==> src/design/scc_pkg.sv <==
/*
 * constants, types and carriers of the system configuration block.
 * assumes an 8-bit register port with a 4-bit address, one clock.
 */
package scc_pkg;

  // register offsets
  localparam logic [3:0] ADDR_CLOCK_MODE_REG  = 4'h0;
  localparam logic [3:0] ADDR_XTAL   = 4'h1;
  localparam logic [3:0] ADDR_PADIE  = 4'h2;
  localparam logic [3:0] ADDR_INTERRUPT_ENABLE_REG  = 4'h3;
  localparam logic [3:0] ADDR_INTERRUPT_REQUEST_REG  = 4'h4;
  localparam logic [3:0] ADDR_INTERRUPT_EDGE_SELECT_REG = 4'h5;
  localparam logic [3:0] ADDR_T16CTL = 4'h6;
  localparam logic [3:0] ADDR_T16LO  = 4'h7;
  localparam logic [3:0] ADDR_T16HI  = 4'h8;
  localparam logic [3:0] ADDR_WDTCTL = 4'h9;
  localparam logic [3:0] ADDR_STATUS = 4'ha;

  // reset values
  localparam logic [7:0] CLOCK_MODE_REG_RST  = 8'hf6;
  localparam logic [7:0] XTAL_RST   = 8'h00;
  localparam logic [7:0] PADIE_RST  = 8'h00;
  localparam logic [7:0] INTERRUPT_EDGE_SELECT_REG_RST = 8'h00;
  localparam logic [7:0] T16CTL_RST = 8'h00;
  localparam logic [7:0] WDTCTL_RST = 8'h00;

  // field positions
  localparam int CLOCK_MODE_REG_EXTRST_BIT = 0;
  localparam int CLOCK_MODE_REG_WDT_BIT    = 1;
  localparam int CLOCK_MODE_REG_SLOW_BIT   = 2;
  localparam int CLOCK_MODE_REG_FAST_BIT   = 4;
  localparam int CLOCK_MODE_REG_SEL_LSB    = 5;
  localparam int XTAL_BAND_LSB    = 5;
  localparam int XTAL_EN_BIT      = 7;
  localparam int INTERRUPT_REQUEST_REG_T16_BIT    = 2;
  localparam int INTERRUPT_REQUEST_REG_CMP_BIT    = 4;
  localparam int INTERRUPT_EDGE_SELECT_REG_T16F_BIT  = 4;
  localparam int STAT_HANG_BIT    = 0;
  localparam int STAT_WDTO_BIT    = 1;
  localparam int RST_PIN          = 5;
  localparam int T16_BIT_BASE     = 8;

  // clock source selection codes
  localparam logic [2:0] SEL_SLOW = 3'b111;
  localparam logic [2:0] SEL_XTAL = 3'b011;

  localparam int PUSH_DEPTH = 4;
  localparam int WDT_W      = 19;

  typedef enum logic [1:0] {
    SCC_CMP_ALL,
    SCC_CMP_RISE,
    SCC_CMP_FALL
  } scc_cmp_edge_t;

  typedef enum logic [1:0] {
    SCC_SRC_FAST,
    SCC_SRC_SLOW,
    SCC_SRC_XTAL
  } scc_src_t;

  typedef struct packed {
    logic [3:0] addr;
    logic [7:0] wdata;
    logic       we;
    logic       re;
  } scc_bus_req_t;

  typedef struct packed {
    logic [2:0] sel;
    logic       fast_en;
    logic       slow_en;
    logic       xtal_en;
    logic [1:0] xtal_band;
  } scc_osc_ctl_t;

endpackage

==> src/design/scc_ctrl.sv <==
/*
 * system configuration and control: build options, wake-up, reset pin,
 * oscillator control, interrupt gating, flag save, watchdog, timer16.
 * assumes core strobes and ticks are single-cycle pulses on clk_i;
 * pins are asynchronous and pass a three-stage synchroniser.
 */
`timescale 1ns/1ns

// Behaviour
// - secure option blocks program memory readback
// - comparator irq edge chosen by option
// - pin wakes only when enable bit set
// - reset pin output is open drain
// - input pin plus mode bit0 resets
// - crystal bits 6:5 select drive band
// - crystal bit 7 enables oscillator
// - enable and request registers start undefined
// - global disable blocks every interrupt source
// - push saves, pop restores acc and flags
// - return from interrupt restores global enable
// - 0x36 selects fast/2; clearing bit2 stops slow
// - watchdog on at reset, calibration disables
// - watchdog halts while slow oscillator off
// - timer16 edge select defaults to rising
// - rising on bit8 fires every 512
// - falling on bit8 fires at 0x200 multiples
// - restart fires on next selected transition
// - watchdog clear restarts the count
module scc_ctrl #(
  parameter int WDT_TICKS_0 = 8192,
  parameter int WDT_TICKS_1 = 16384,
  parameter int WDT_TICKS_2 = 65536,
  parameter int WDT_TICKS_3 = 262144
) (
  input  wire logic                  clk_i,
  input  wire logic                  sys_rst_i,
  input  wire scc_pkg::scc_bus_req_t bus_i,
  output logic [7:0]                 rdata_o,
  input  wire logic                  opt_secure_i,
  input  wire logic [1:0]            opt_cmp_edge_i,
  input  wire logic                  pm_rd_i,
  input  wire logic [15:0]           pm_data_i,
  output logic [15:0]                pm_data_o,
  output logic                       pm_refused_o,
  input  wire logic                  cmp_i,
  input  wire logic [7:0]            pa_i,
  input  wire logic [7:0]            pa_in_mode_i,
  output logic                       wake_o,
  input  wire logic                  pa5_drv_i,
  input  wire logic                  pa5_val_i,
  output logic                       pa5_pad_o,
  output logic                       pa5_pad_oe_o,
  output logic                       ext_rst_o,
  output scc_pkg::scc_osc_ctl_t      osc_o,
  output logic                       cpu_hang_o,
  input  wire logic                  engint_i,
  input  wire logic                  disgint_i,
  input  wire logic                  reti_i,
  input  wire logic                  irq_ack_i,
  output logic                       irq_o,
  input  wire logic                  push_i,
  input  wire logic                  pop_i,
  input  wire logic [7:0]            acc_i,
  input  wire logic [3:0]            flags_i,
  output logic [7:0]                 acc_o,
  output logic [3:0]                 flags_o,
  input  wire logic                  calib_wdt_off_i,
  input  wire logic                  wdt_clear_i,
  input  wire logic                  slow_tick_i,
  output logic                       wdt_rst_o,
  input  wire logic                  t16_tick_i
);

  // which oscillator a selection code runs from
  function automatic scc_pkg::scc_src_t src_of(input logic [2:0] sel);
    if (sel == scc_pkg::SEL_SLOW) begin
      return scc_pkg::SCC_SRC_SLOW;
    end else if (sel == scc_pkg::SEL_XTAL) begin
      return scc_pkg::SCC_SRC_XTAL;
    end
    return scc_pkg::SCC_SRC_FAST;
  endfunction

  // enable bit of a source within clock mode and crystal fields
  function automatic logic src_on(input scc_pkg::scc_src_t s,
                                  input logic [7:0] cm,
                                  input logic [7:0] xt);
    case (s)
      scc_pkg::SCC_SRC_SLOW: return cm[scc_pkg::CLOCK_MODE_REG_SLOW_BIT];
      scc_pkg::SCC_SRC_XTAL: return xt[scc_pkg::XTAL_EN_BIT];
      default:               return cm[scc_pkg::CLOCK_MODE_REG_FAST_BIT];
    endcase
  endfunction

  localparam int WDT_W_L = scc_pkg::WDT_W;

  logic [7:0]  clock_mode_reg_q, clock_mode_reg_d;
  logic [7:0]  xtal_q;
  logic [7:0]  padie_q;
  logic [7:0]  interrupt_enable_reg_q;
  logic [7:0]  interrupt_request_reg_q, interrupt_request_reg_d;
  logic [7:0]  interrupt_edge_select_reg_q;
  logic [7:0]  t16ctl_q;
  logic [7:0]  wdtctl_q;
  logic [1:0]  stat_q, stat_d;
  logic [7:0]  rdata_q, rdata_d;
  logic        secure_q;
  logic [1:0]  cmp_edge_q;
  logic        cmp_q;
  logic [7:0]  pa_s1_q, pa_s2_q, pa_s3_q;
  logic [7:0]  pa_lvl_q, pa_lvl_d;
  logic        wake_q;
  logic        ext_rst_q;
  logic        gie_q;
  logic        hang_q;
  logic [15:0] t16_q, t16_d;
  logic        t16_bit_q;
  logic [WDT_W_L-1:0] wdt_q;
  logic        wdt_rst_q;
  logic [15:0] pm_data_q;
  logic        pm_ref_q;
  logic [7:0]  acc_mem [scc_pkg::PUSH_DEPTH];
  logic [3:0]  flg_mem [scc_pkg::PUSH_DEPTH];
  logic [1:0]  sp_q;
  logic [7:0]  acc_q;
  logic [3:0]  flags_q;

  // register write decode
  wire wr_clock_mode_reg  = bus_i.we && bus_i.addr == scc_pkg::ADDR_CLOCK_MODE_REG;
  wire wr_xtal   = bus_i.we && bus_i.addr == scc_pkg::ADDR_XTAL;
  wire wr_padie  = bus_i.we && bus_i.addr == scc_pkg::ADDR_PADIE;
  wire wr_interrupt_enable_reg  = bus_i.we && bus_i.addr == scc_pkg::ADDR_INTERRUPT_ENABLE_REG;
  wire wr_interrupt_request_reg  = bus_i.we && bus_i.addr == scc_pkg::ADDR_INTERRUPT_REQUEST_REG;
  wire wr_interrupt_edge_select_reg = bus_i.we && bus_i.addr == scc_pkg::ADDR_INTERRUPT_EDGE_SELECT_REG;
  wire wr_t16ctl = bus_i.we && bus_i.addr == scc_pkg::ADDR_T16CTL;
  wire wr_t16lo  = bus_i.we && bus_i.addr == scc_pkg::ADDR_T16LO;
  wire wr_wdtctl = bus_i.we && bus_i.addr == scc_pkg::ADDR_WDTCTL;
  wire wr_status = bus_i.we && bus_i.addr == scc_pkg::ADDR_STATUS;

  // read mux, unmapped reads zero
  always_comb begin
    case (bus_i.addr)
      scc_pkg::ADDR_CLOCK_MODE_REG:  rdata_d = clock_mode_reg_q;
      scc_pkg::ADDR_XTAL:   rdata_d = xtal_q;
      scc_pkg::ADDR_PADIE:  rdata_d = padie_q;
      scc_pkg::ADDR_INTERRUPT_ENABLE_REG:  rdata_d = interrupt_enable_reg_q;
      scc_pkg::ADDR_INTERRUPT_REQUEST_REG:  rdata_d = interrupt_request_reg_q;
      scc_pkg::ADDR_INTERRUPT_EDGE_SELECT_REG: rdata_d = interrupt_edge_select_reg_q;
      scc_pkg::ADDR_T16CTL: rdata_d = t16ctl_q;
      scc_pkg::ADDR_T16LO:  rdata_d = t16_q[7:0];
      scc_pkg::ADDR_T16HI:  rdata_d = t16_q[15:8];
      scc_pkg::ADDR_WDTCTL: rdata_d = wdtctl_q;
      scc_pkg::ADDR_STATUS: rdata_d = {6'h00, stat_q};
      default:              rdata_d = 8'h00;
    endcase
    if (!bus_i.re) begin
      rdata_d = 8'h00;
    end
  end

  always_ff @(posedge clk_i) begin
    if (sys_rst_i) begin
      rdata_q <= 8'h00;
    end else begin
      rdata_q <= rdata_d;
    end
  end
  assign rdata_o = rdata_q;

  // build options caught while reset is held
  always_ff @(posedge clk_i) begin
    if (sys_rst_i) begin
      secure_q   <= opt_secure_i;
      cmp_edge_q <= opt_cmp_edge_i;
    end
  end

  // readback port: zeros and a refusal flag when secured
  always_ff @(posedge clk_i) begin
    if (sys_rst_i) begin
      pm_data_q <= 16'h0000;
      pm_ref_q  <= 1'b0;
    end else if (pm_rd_i) begin
      pm_data_q <= secure_q ? 16'h0000 : pm_data_i;
      pm_ref_q  <= secure_q;
    end
  end
  assign pm_data_o    = pm_data_q;
  assign pm_refused_o = pm_ref_q;

  // pin synchroniser; a change counts once stages two and three agree
  assign pa_lvl_d = (pa_s2_q & ~(pa_s2_q ^ pa_s3_q))
                  | (pa_lvl_q & (pa_s2_q ^ pa_s3_q));
  always_ff @(posedge clk_i) begin
    if (sys_rst_i) begin
      pa_s1_q  <= 8'hff;
      pa_s2_q  <= 8'hff;
      pa_s3_q  <= 8'hff;
      pa_lvl_q <= 8'hff;
    end else begin
      pa_s1_q  <= pa_i;
      pa_s2_q  <= pa_s1_q;
      pa_s3_q  <= pa_s2_q;
      pa_lvl_q <= pa_lvl_d;
    end
  end

  // wake on any filtered change of an enabled input pin
  wire [7:0] pa_chg = (pa_lvl_q ^ pa_lvl_d) & pa_in_mode_i & padie_q;

  // reset pin: input mode plus mode bit 0, active low
  wire ext_rst_d = pa_in_mode_i[scc_pkg::RST_PIN]
                 && clock_mode_reg_q[scc_pkg::CLOCK_MODE_REG_EXTRST_BIT]
                 && !pa_lvl_q[scc_pkg::RST_PIN];

  always_ff @(posedge clk_i) begin
    if (sys_rst_i) begin
      wake_q    <= 1'b0;
      ext_rst_q <= 1'b0;
    end else begin
      wake_q    <= |pa_chg;
      ext_rst_q <= ext_rst_d;
    end
  end
  assign wake_o    = wake_q;
  assign ext_rst_o = ext_rst_q;

  // never drives high: a one releases the pad to the pull-up
  assign pa5_pad_o    = 1'b0;
  assign pa5_pad_oe_o = pa5_drv_i && !pa5_val_i;

  // clock switching; both moves in one write stop the core
  wire [2:0] sel_now = clock_mode_reg_q[scc_pkg::CLOCK_MODE_REG_SEL_LSB +: 3];
  wire [2:0] sel_new = bus_i.wdata[scc_pkg::CLOCK_MODE_REG_SEL_LSB +: 3];
  wire scc_pkg::scc_src_t old_src = src_of(sel_now);
  wire hang_hit = wr_clock_mode_reg && sel_new != sel_now
               && src_of(sel_new) != old_src
               && !src_on(old_src, bus_i.wdata, xtal_q);

  // calibration turns the watchdog off; it wins over a write
  always_comb begin
    clock_mode_reg_d = wr_clock_mode_reg ? bus_i.wdata : clock_mode_reg_q;
    if (calib_wdt_off_i) begin
      clock_mode_reg_d[scc_pkg::CLOCK_MODE_REG_WDT_BIT] = 1'b0;
    end
  end

  always_ff @(posedge clk_i) begin
    if (sys_rst_i) begin
      clock_mode_reg_q <= scc_pkg::CLOCK_MODE_REG_RST;
      hang_q  <= 1'b0;
    end else begin
      clock_mode_reg_q <= clock_mode_reg_d;
      hang_q  <= hang_q | hang_hit;
    end
  end
  assign cpu_hang_o = hang_q;

  assign osc_o.sel       = sel_now;
  assign osc_o.fast_en   = clock_mode_reg_q[scc_pkg::CLOCK_MODE_REG_FAST_BIT];
  assign osc_o.slow_en   = clock_mode_reg_q[scc_pkg::CLOCK_MODE_REG_SLOW_BIT];
  assign osc_o.xtal_en   = xtal_q[scc_pkg::XTAL_EN_BIT];
  assign osc_o.xtal_band = xtal_q[scc_pkg::XTAL_BAND_LSB +: 2];

  // plain configuration registers
  always_ff @(posedge clk_i) begin
    if (sys_rst_i) begin
      xtal_q   <= scc_pkg::XTAL_RST;
      padie_q  <= scc_pkg::PADIE_RST;
      interrupt_edge_select_reg_q <= scc_pkg::INTERRUPT_EDGE_SELECT_REG_RST;
      t16ctl_q <= scc_pkg::T16CTL_RST;
      wdtctl_q <= scc_pkg::WDTCTL_RST;
    end else begin
      if (wr_xtal) begin
        xtal_q <= bus_i.wdata;
      end
      if (wr_padie) begin
        padie_q <= bus_i.wdata;
      end
      if (wr_interrupt_edge_select_reg) begin
        interrupt_edge_select_reg_q <= bus_i.wdata;
      end
      if (wr_t16ctl) begin
        t16ctl_q <= bus_i.wdata;
      end
      if (wr_wdtctl) begin
        wdtctl_q <= bus_i.wdata;
      end
    end
  end

  // comparator edge per build option
  wire cmp_rise = cmp_i && !cmp_q;
  wire cmp_fall = !cmp_i && cmp_q;
  logic cmp_evt;
  always_comb begin
    case (scc_pkg::scc_cmp_edge_t'(cmp_edge_q))
      scc_pkg::SCC_CMP_RISE: cmp_evt = cmp_rise;
      scc_pkg::SCC_CMP_FALL: cmp_evt = cmp_fall;
      default:               cmp_evt = cmp_rise | cmp_fall;
    endcase
  end

  // timer16: a write to the low byte restarts from zero
  wire [2:0] t16_sel = t16ctl_q[2:0];
  wire [3:0] t16_idx = 4'(scc_pkg::T16_BIT_BASE) + {1'b0, t16_sel};
  assign t16_d = wr_t16lo ? 16'h0000
               : t16_q + {15'h0000, t16_tick_i};
  wire t16_bit_d = t16_d[t16_idx];
  wire t16_fall_sel = interrupt_edge_select_reg_q[scc_pkg::INTERRUPT_EDGE_SELECT_REG_T16F_BIT];
  // restart reloads the edge memory, so only a new transition counts
  wire t16_evt = !wr_t16lo && (t16_fall_sel
               ? (t16_bit_q && !t16_bit_d)
               : (!t16_bit_q && t16_bit_d));

  always_ff @(posedge clk_i) begin
    if (sys_rst_i) begin
      cmp_q     <= 1'b0;
      t16_q     <= 16'h0000;
      t16_bit_q <= 1'b0;
    end else begin
      cmp_q     <= cmp_i;
      t16_q     <= t16_d;
      t16_bit_q <= t16_bit_d;
    end
  end

  // requests: hardware set wins over a software write
  always_comb begin
    interrupt_request_reg_d = wr_interrupt_request_reg ? bus_i.wdata : interrupt_request_reg_q;
    interrupt_request_reg_d[scc_pkg::INTERRUPT_REQUEST_REG_T16_BIT] = interrupt_request_reg_d[scc_pkg::INTERRUPT_REQUEST_REG_T16_BIT]
                                    | t16_evt;
    interrupt_request_reg_d[scc_pkg::INTERRUPT_REQUEST_REG_CMP_BIT] = interrupt_request_reg_d[scc_pkg::INTERRUPT_REQUEST_REG_CMP_BIT]
                                    | cmp_evt;
  end

  // no reset: software must load both before enabling
  always_ff @(posedge clk_i) begin
    interrupt_request_reg_q <= interrupt_request_reg_d;
    if (wr_interrupt_enable_reg) begin
      interrupt_enable_reg_q <= bus_i.wdata;
    end
  end

  // global enable; entry clears it, return restores it
  always_ff @(posedge clk_i) begin
    if (sys_rst_i) begin
      gie_q <= 1'b0;
    end else if (disgint_i || irq_ack_i) begin
      gie_q <= 1'b0;
    end else if (engint_i || reti_i) begin
      gie_q <= 1'b1;
    end
  end
  assign irq_o = gie_q && |(interrupt_enable_reg_q & interrupt_request_reg_q);

  // accumulator and flags save stack
  always_ff @(posedge clk_i) begin
    if (push_i) begin
      acc_mem[sp_q] <= acc_i;
      flg_mem[sp_q] <= flags_i;
    end
  end

  always_ff @(posedge clk_i) begin
    if (sys_rst_i) begin
      sp_q    <= 2'h0;
      acc_q   <= 8'h00;
      flags_q <= 4'h0;
    end else if (push_i) begin
      sp_q <= sp_q + 2'h1;
    end else if (pop_i) begin
      sp_q    <= sp_q - 2'h1;
      acc_q   <= acc_mem[sp_q - 2'h1];
      flags_q <= flg_mem[sp_q - 2'h1];
    end
  end
  assign acc_o   = acc_q;
  assign flags_o = flags_q;

  // watchdog counts slow-oscillator ticks only
  logic [WDT_W_L-1:0] wdt_lim;
  always_comb begin
    case (wdtctl_q[1:0])
      2'h0:    wdt_lim = WDT_W_L'(WDT_TICKS_0);
      2'h1:    wdt_lim = WDT_W_L'(WDT_TICKS_1);
      2'h2:    wdt_lim = WDT_W_L'(WDT_TICKS_2);
      default: wdt_lim = WDT_W_L'(WDT_TICKS_3);
    endcase
  end
  wire wdt_run = clock_mode_reg_q[scc_pkg::CLOCK_MODE_REG_WDT_BIT]
              && clock_mode_reg_q[scc_pkg::CLOCK_MODE_REG_SLOW_BIT];
  // a clear in the final tick still postpones the timeout
  wire wdt_to = wdt_run && slow_tick_i && !wdt_clear_i
             && wdt_q == wdt_lim - WDT_W_L'(1);

  always_ff @(posedge clk_i) begin
    if (sys_rst_i) begin
      wdt_q     <= '0;
      wdt_rst_q <= 1'b0;
    end else begin
      wdt_rst_q <= wdt_to;
      if (wdt_clear_i || wdt_to) begin
        wdt_q <= '0;
      end else if (wdt_run && slow_tick_i) begin
        wdt_q <= wdt_q + WDT_W_L'(1);
      end
    end
  end
  assign wdt_rst_o = wdt_rst_q;

  // status: sticky, write one to clear, set wins
  always_comb begin
    stat_d = stat_q;
    if (wr_status) begin
      stat_d = stat_q & ~bus_i.wdata[1:0];
    end
    stat_d[scc_pkg::STAT_HANG_BIT] = stat_d[scc_pkg::STAT_HANG_BIT]
                                   | hang_hit;
    stat_d[scc_pkg::STAT_WDTO_BIT] = stat_d[scc_pkg::STAT_WDTO_BIT]
                                   | wdt_to;
  end

  always_ff @(posedge clk_i) begin
    if (sys_rst_i) begin
      stat_q <= 2'h0;
    end else begin
      stat_q <= stat_d;
    end
  end

endmodule

==> config.mk <==
export PLATFORM = sky130hd
export DESIGN_NAME = scc_ctrl
export DESIGN_NICKNAME = d
export VERILOG_FILES = /design/src/design/scc_pkg.sv /design/src/design/scc_ctrl.sv
export SDC_FILE = /design/constraint.sdc
export NUM_CORES = 1
export LEC_CHECK = 0
export BUFFER_PORTS_ARGS = -buffer_cell sky130_fd_sc_hd__buf_4
export CAP_MARGIN = 25
export CORE_UTILIZATION = 60
export DETAILED_ROUTE_END_ITERATION = 10
export PLACE_DENSITY = 0.83
export SYNTH_ARGS = -nofsm -noshare
export SYNTH_HDL_FRONTEND = slang
export SYNTH_SLANG_ARGS = --single-unit
export TNS_END_PERCENT = 20
==> constraint.sdc <==
create_clock -name clk_i -period 4.9 [get_ports clk_i]
set_clock_uncertainty 0.15 [all_clocks]
set_input_delay 0.245 -clock clk_i [delete_from_list [all_inputs] [get_ports clk_i]]
set_output_delay 0.245 -clock clk_i [all_outputs]
set_load 0.005 [all_outputs]
==> out/qor.yml <==
outcome: "completed"
layout.area.seq_mm2: 0.00526
die_x_um: 128
syn_to_final_growth_pct: 23.9
endpoint_kind: "flip-flop"
critical_path_class: "flip-flop to flip-flop"
path_max_fanout: 15
seq_area_frac_synth_pct: 55.3
synthTopCellsByCount: "165 x dfxtp_1, 148 x nor2_1, 77 x nand2_1"
cts_tree: "built"
vias_per_cell: 5.86
drv_cap: 0
cp_slowest_stage_delay_ns: 0.99
seq_power_share_pct: 49.9
nets: 1159
switching_power_uw: 954
dp_hpwl_um: 15000
rr_startpoint: "sp_q[0]"
avgSynthCellArea_um2: 10.4
grt_max_degree: 76
drc_errors: 0
htree_levels: 1
io_pins: 129
synth.mux.area_fraction_pct: 9.91
fp.dieH_um: 128
cp.required_ns: 5.13
hold_viol_final: 0
routabilityCongestion: 0.955
ctsResizeCount: 0
clkPwrFrac_pct: 41.2
max_clock_freq_mhz: 333
synth-compound-area-share_pct: 8.68
drive_gt1_share_pct: 20.3
holdWs_ns: 0.0424
synth.cell_area_mm2: 0.00950
yosys.area_share.simple_pct: 18.3
p_int_uw: 3190
numPortBuffers: 127
cellPowerDensity_mw_per_mm2: 352
synthAdderAreaFrac_pct: 1.45
slew_headroom_pct: 27.4
tns_ns: 0
cp_top_family: "flip-flops"
drv_slew: 0
placed_cells: 1200
period_share_pct: 61.4
path_buf_inv: 1
clockBufferDepth: 3
floorplan.initialDensity_pct: 62.1
fillers: 958
post_drt_wl_per_cell_um: 19.6
yosysTopAreaCell: "dfxtp_1"
yosysWarnings: 0
cts_sinks: 230
worstSkewPairLatency_ns: 0.51
fin_crit_ns: 3.01
rsz0062_at_grt: "no"
hold_buffers: 58
r2r-end: "acc_o[6]"
hold_path.class: "input pin to flip-flop"
cts.clk_slew.worst_paths_ns: 0.07
tightestPinTransition_ns: 1.09
drt_iter0_drc: 761
fin_cells: 1298
postCtsSetupBuffers: 0
fp.coreArea_mm2: 0.0153
synth_xor_area_share_pct: 3.04
overflow: 0
synth-main-ff-cell: "dfxtp_1"
wl_um: 25500
cts_made_buffers: 22
grt_pass1_vias: 7465
yosys-top-cells-area: "dfxtp_1 35%, edfxtp_1 21%, nor2_1 5.8%"
endpoint: "acc_o[6]"
timing.final.ws_setup_ns: 1.89
die_area_mm2: 0.0163
cp-start-kind: "flip-flop"
syn_nets: 1002
crit_chain: "inv_1 > ha_1 > mux4_2 > nand2_1 > a21oi_1"
cts-root-buf: "clkbuf_16"
rrSetupSlack_ns: 1.89
ys_async_sr_fraction_pct: 0
multi_input_area_mm2: 0.00394
ys_seq_elements: 230
r2r_cells: 5
antennaDiodeCount: 0
hold_depth: 3
leakage_uw: 0.00463
ant_nets: 0
vias: 7603
dr.pass1.iters: 6
grt_first_pass_wirelength_um: 38900
synth_top_area_share_pct: 34.8
switching_share_pct: 23.0
cp.arrival_ns: 3.23
path_depth: 5
slowest_stage: "dfxtp_1"
place_ws_ns: 2.13
synth_most_common_cell: "dfxtp_1"
synth_edf_count: 65
combPwrFrac_pct: 9.0
globalRouteTotalUtil_pct: 31.0
syn_inst: 914
ir_worst_vdd_v: 0.000339
num_rows: 45
antenna_found_initial: 0
setup_viol: 0
synth_top_family_by_area: "simple AND/OR/NAND/NOR gates"
startpoint: "sp_q[0]"
yosysUniqueCellTypes: 62
-- flip-flops by register name, indices dropped and copies added (netlist names), 16 cells and up --
name	flops
pm_data_o	16
flg_mem	16
t16_q	16
acc_mem	32
wdt_q	19
-- worst min-delay path by stage --
stage / to / startpoint / slack, ns
after CTS: pm_refused_o / pm_rd_i / 0.02
after floorplan: gie_q / irq_ack_i / 0.17
final: pm_refused_o / pm_rd_i / 0.04
after detailed placement: pa_s2_q[4] / pa_s1_q[4] / 0.24
after global placement: pa_s2_q[4] / pa_s1_q[4] / 0.24
after global routing: pm_refused_o / pm_rd_i / 0.07
-- tightest hold or removal path: stages --
cell and delay [ns]:
buf_4 0.21, mux2i_1 0.11, nor2_1 0.08
-- through the flow --
stage	instance area, um2	utilization, %	total power, uW
4_1_cts	11800	76.9	4110
3_5_place_dp	10500	68.4	2420
6_report	11800	76.9	4140
3_3_place_gp	10500	68.4	2400
2_1_floorplan	9500	-	2280
5_1_grt	11800	76.9	4250
-- cells in the final DEF, fill, tap and decap left out, types with 4 or more instances in the layout --
| cell type | n |
|---|---|
| nand3b_1 | 9 |
| nor2_1 | 148 |
| a32oi_1 | 4 |
| dfxtp_1 | 165 |
| nand2_1 | 77 |
| xnor2_1 | 15 |
| a31oi_1 | 7 |
| mux2i_1 | 48 |
| o21ai_0 | 16 |
| and2_1 | 9 |
| nand2b_1 | 4 |
| or2_2 | 26 |
| clkbuf_1 | 5 |
| xor2_1 | 18 |
| buf_4 | 128 |
| o21bai_1 | 9 |
| mux4_2 | 16 |
| clkbuf_8 | 5 |
| a21oi_1 | 62 |
| a22oi_1 | 10 |
| a22o_1 | 5 |
| inv_1 | 15 |
| nor2b_1 | 30 |
| nand4_1 | 7 |
| edfxtp_1 | 65 |
| mux2_2 | 9 |
| dlygate4sd3_1 | 58 |
| and3_1 | 10 |
| ha_1 | 11 |
| nor3_1 | 7 |
| clkbuf_16 | 23 |
| nand3_1 | 20 |
-- kinds of logic after synthesis --
family | after synthesis
XOR/XNOR | 33
other | 1
AO/OA/AOI/OAI | 133
multiplexers | 73
buffers and inverters | 68
adder cells (fa/ha/maj) | 11
AND/OR/NAND/NOR | 365
flip-flops | 230
-- routing by layer --
layer	vias to the layer above	track usage (%)	part of all wire [%]	wire length, um
met5	-	0	0	0
met3	82	5.26	7.2	1820
met4	0	14.7	4.5	1160
met2	416	54.9	49	12600
li1	3490	-	-	-
met1	3615	36.7	39	9910
-- power groups by stage --
stage / sequential, uW / clock (uW) / combinational (uW)
floorplan: 2080 / 0 / 195
global placement: 2100 / 0 / 304
detailed placement: 2100 / 0 / 314
CTS: 2060 / 1690 / 355
global route: 2070 / 1790 / 396
finish: 2070 / 1700 / 372
-- final cells by class --
cell class,count,area share (%)
Sequential cell,230,44.6
Multi-Input combinational cell,616,33.5
Timing Repair Buffer,186,13.1
Clock buffer,33,5.63
Tap cell,211,2.24
Clock inverter,7,0.489
Inverter,15,0.478
(Power assumes the default switching activity.)
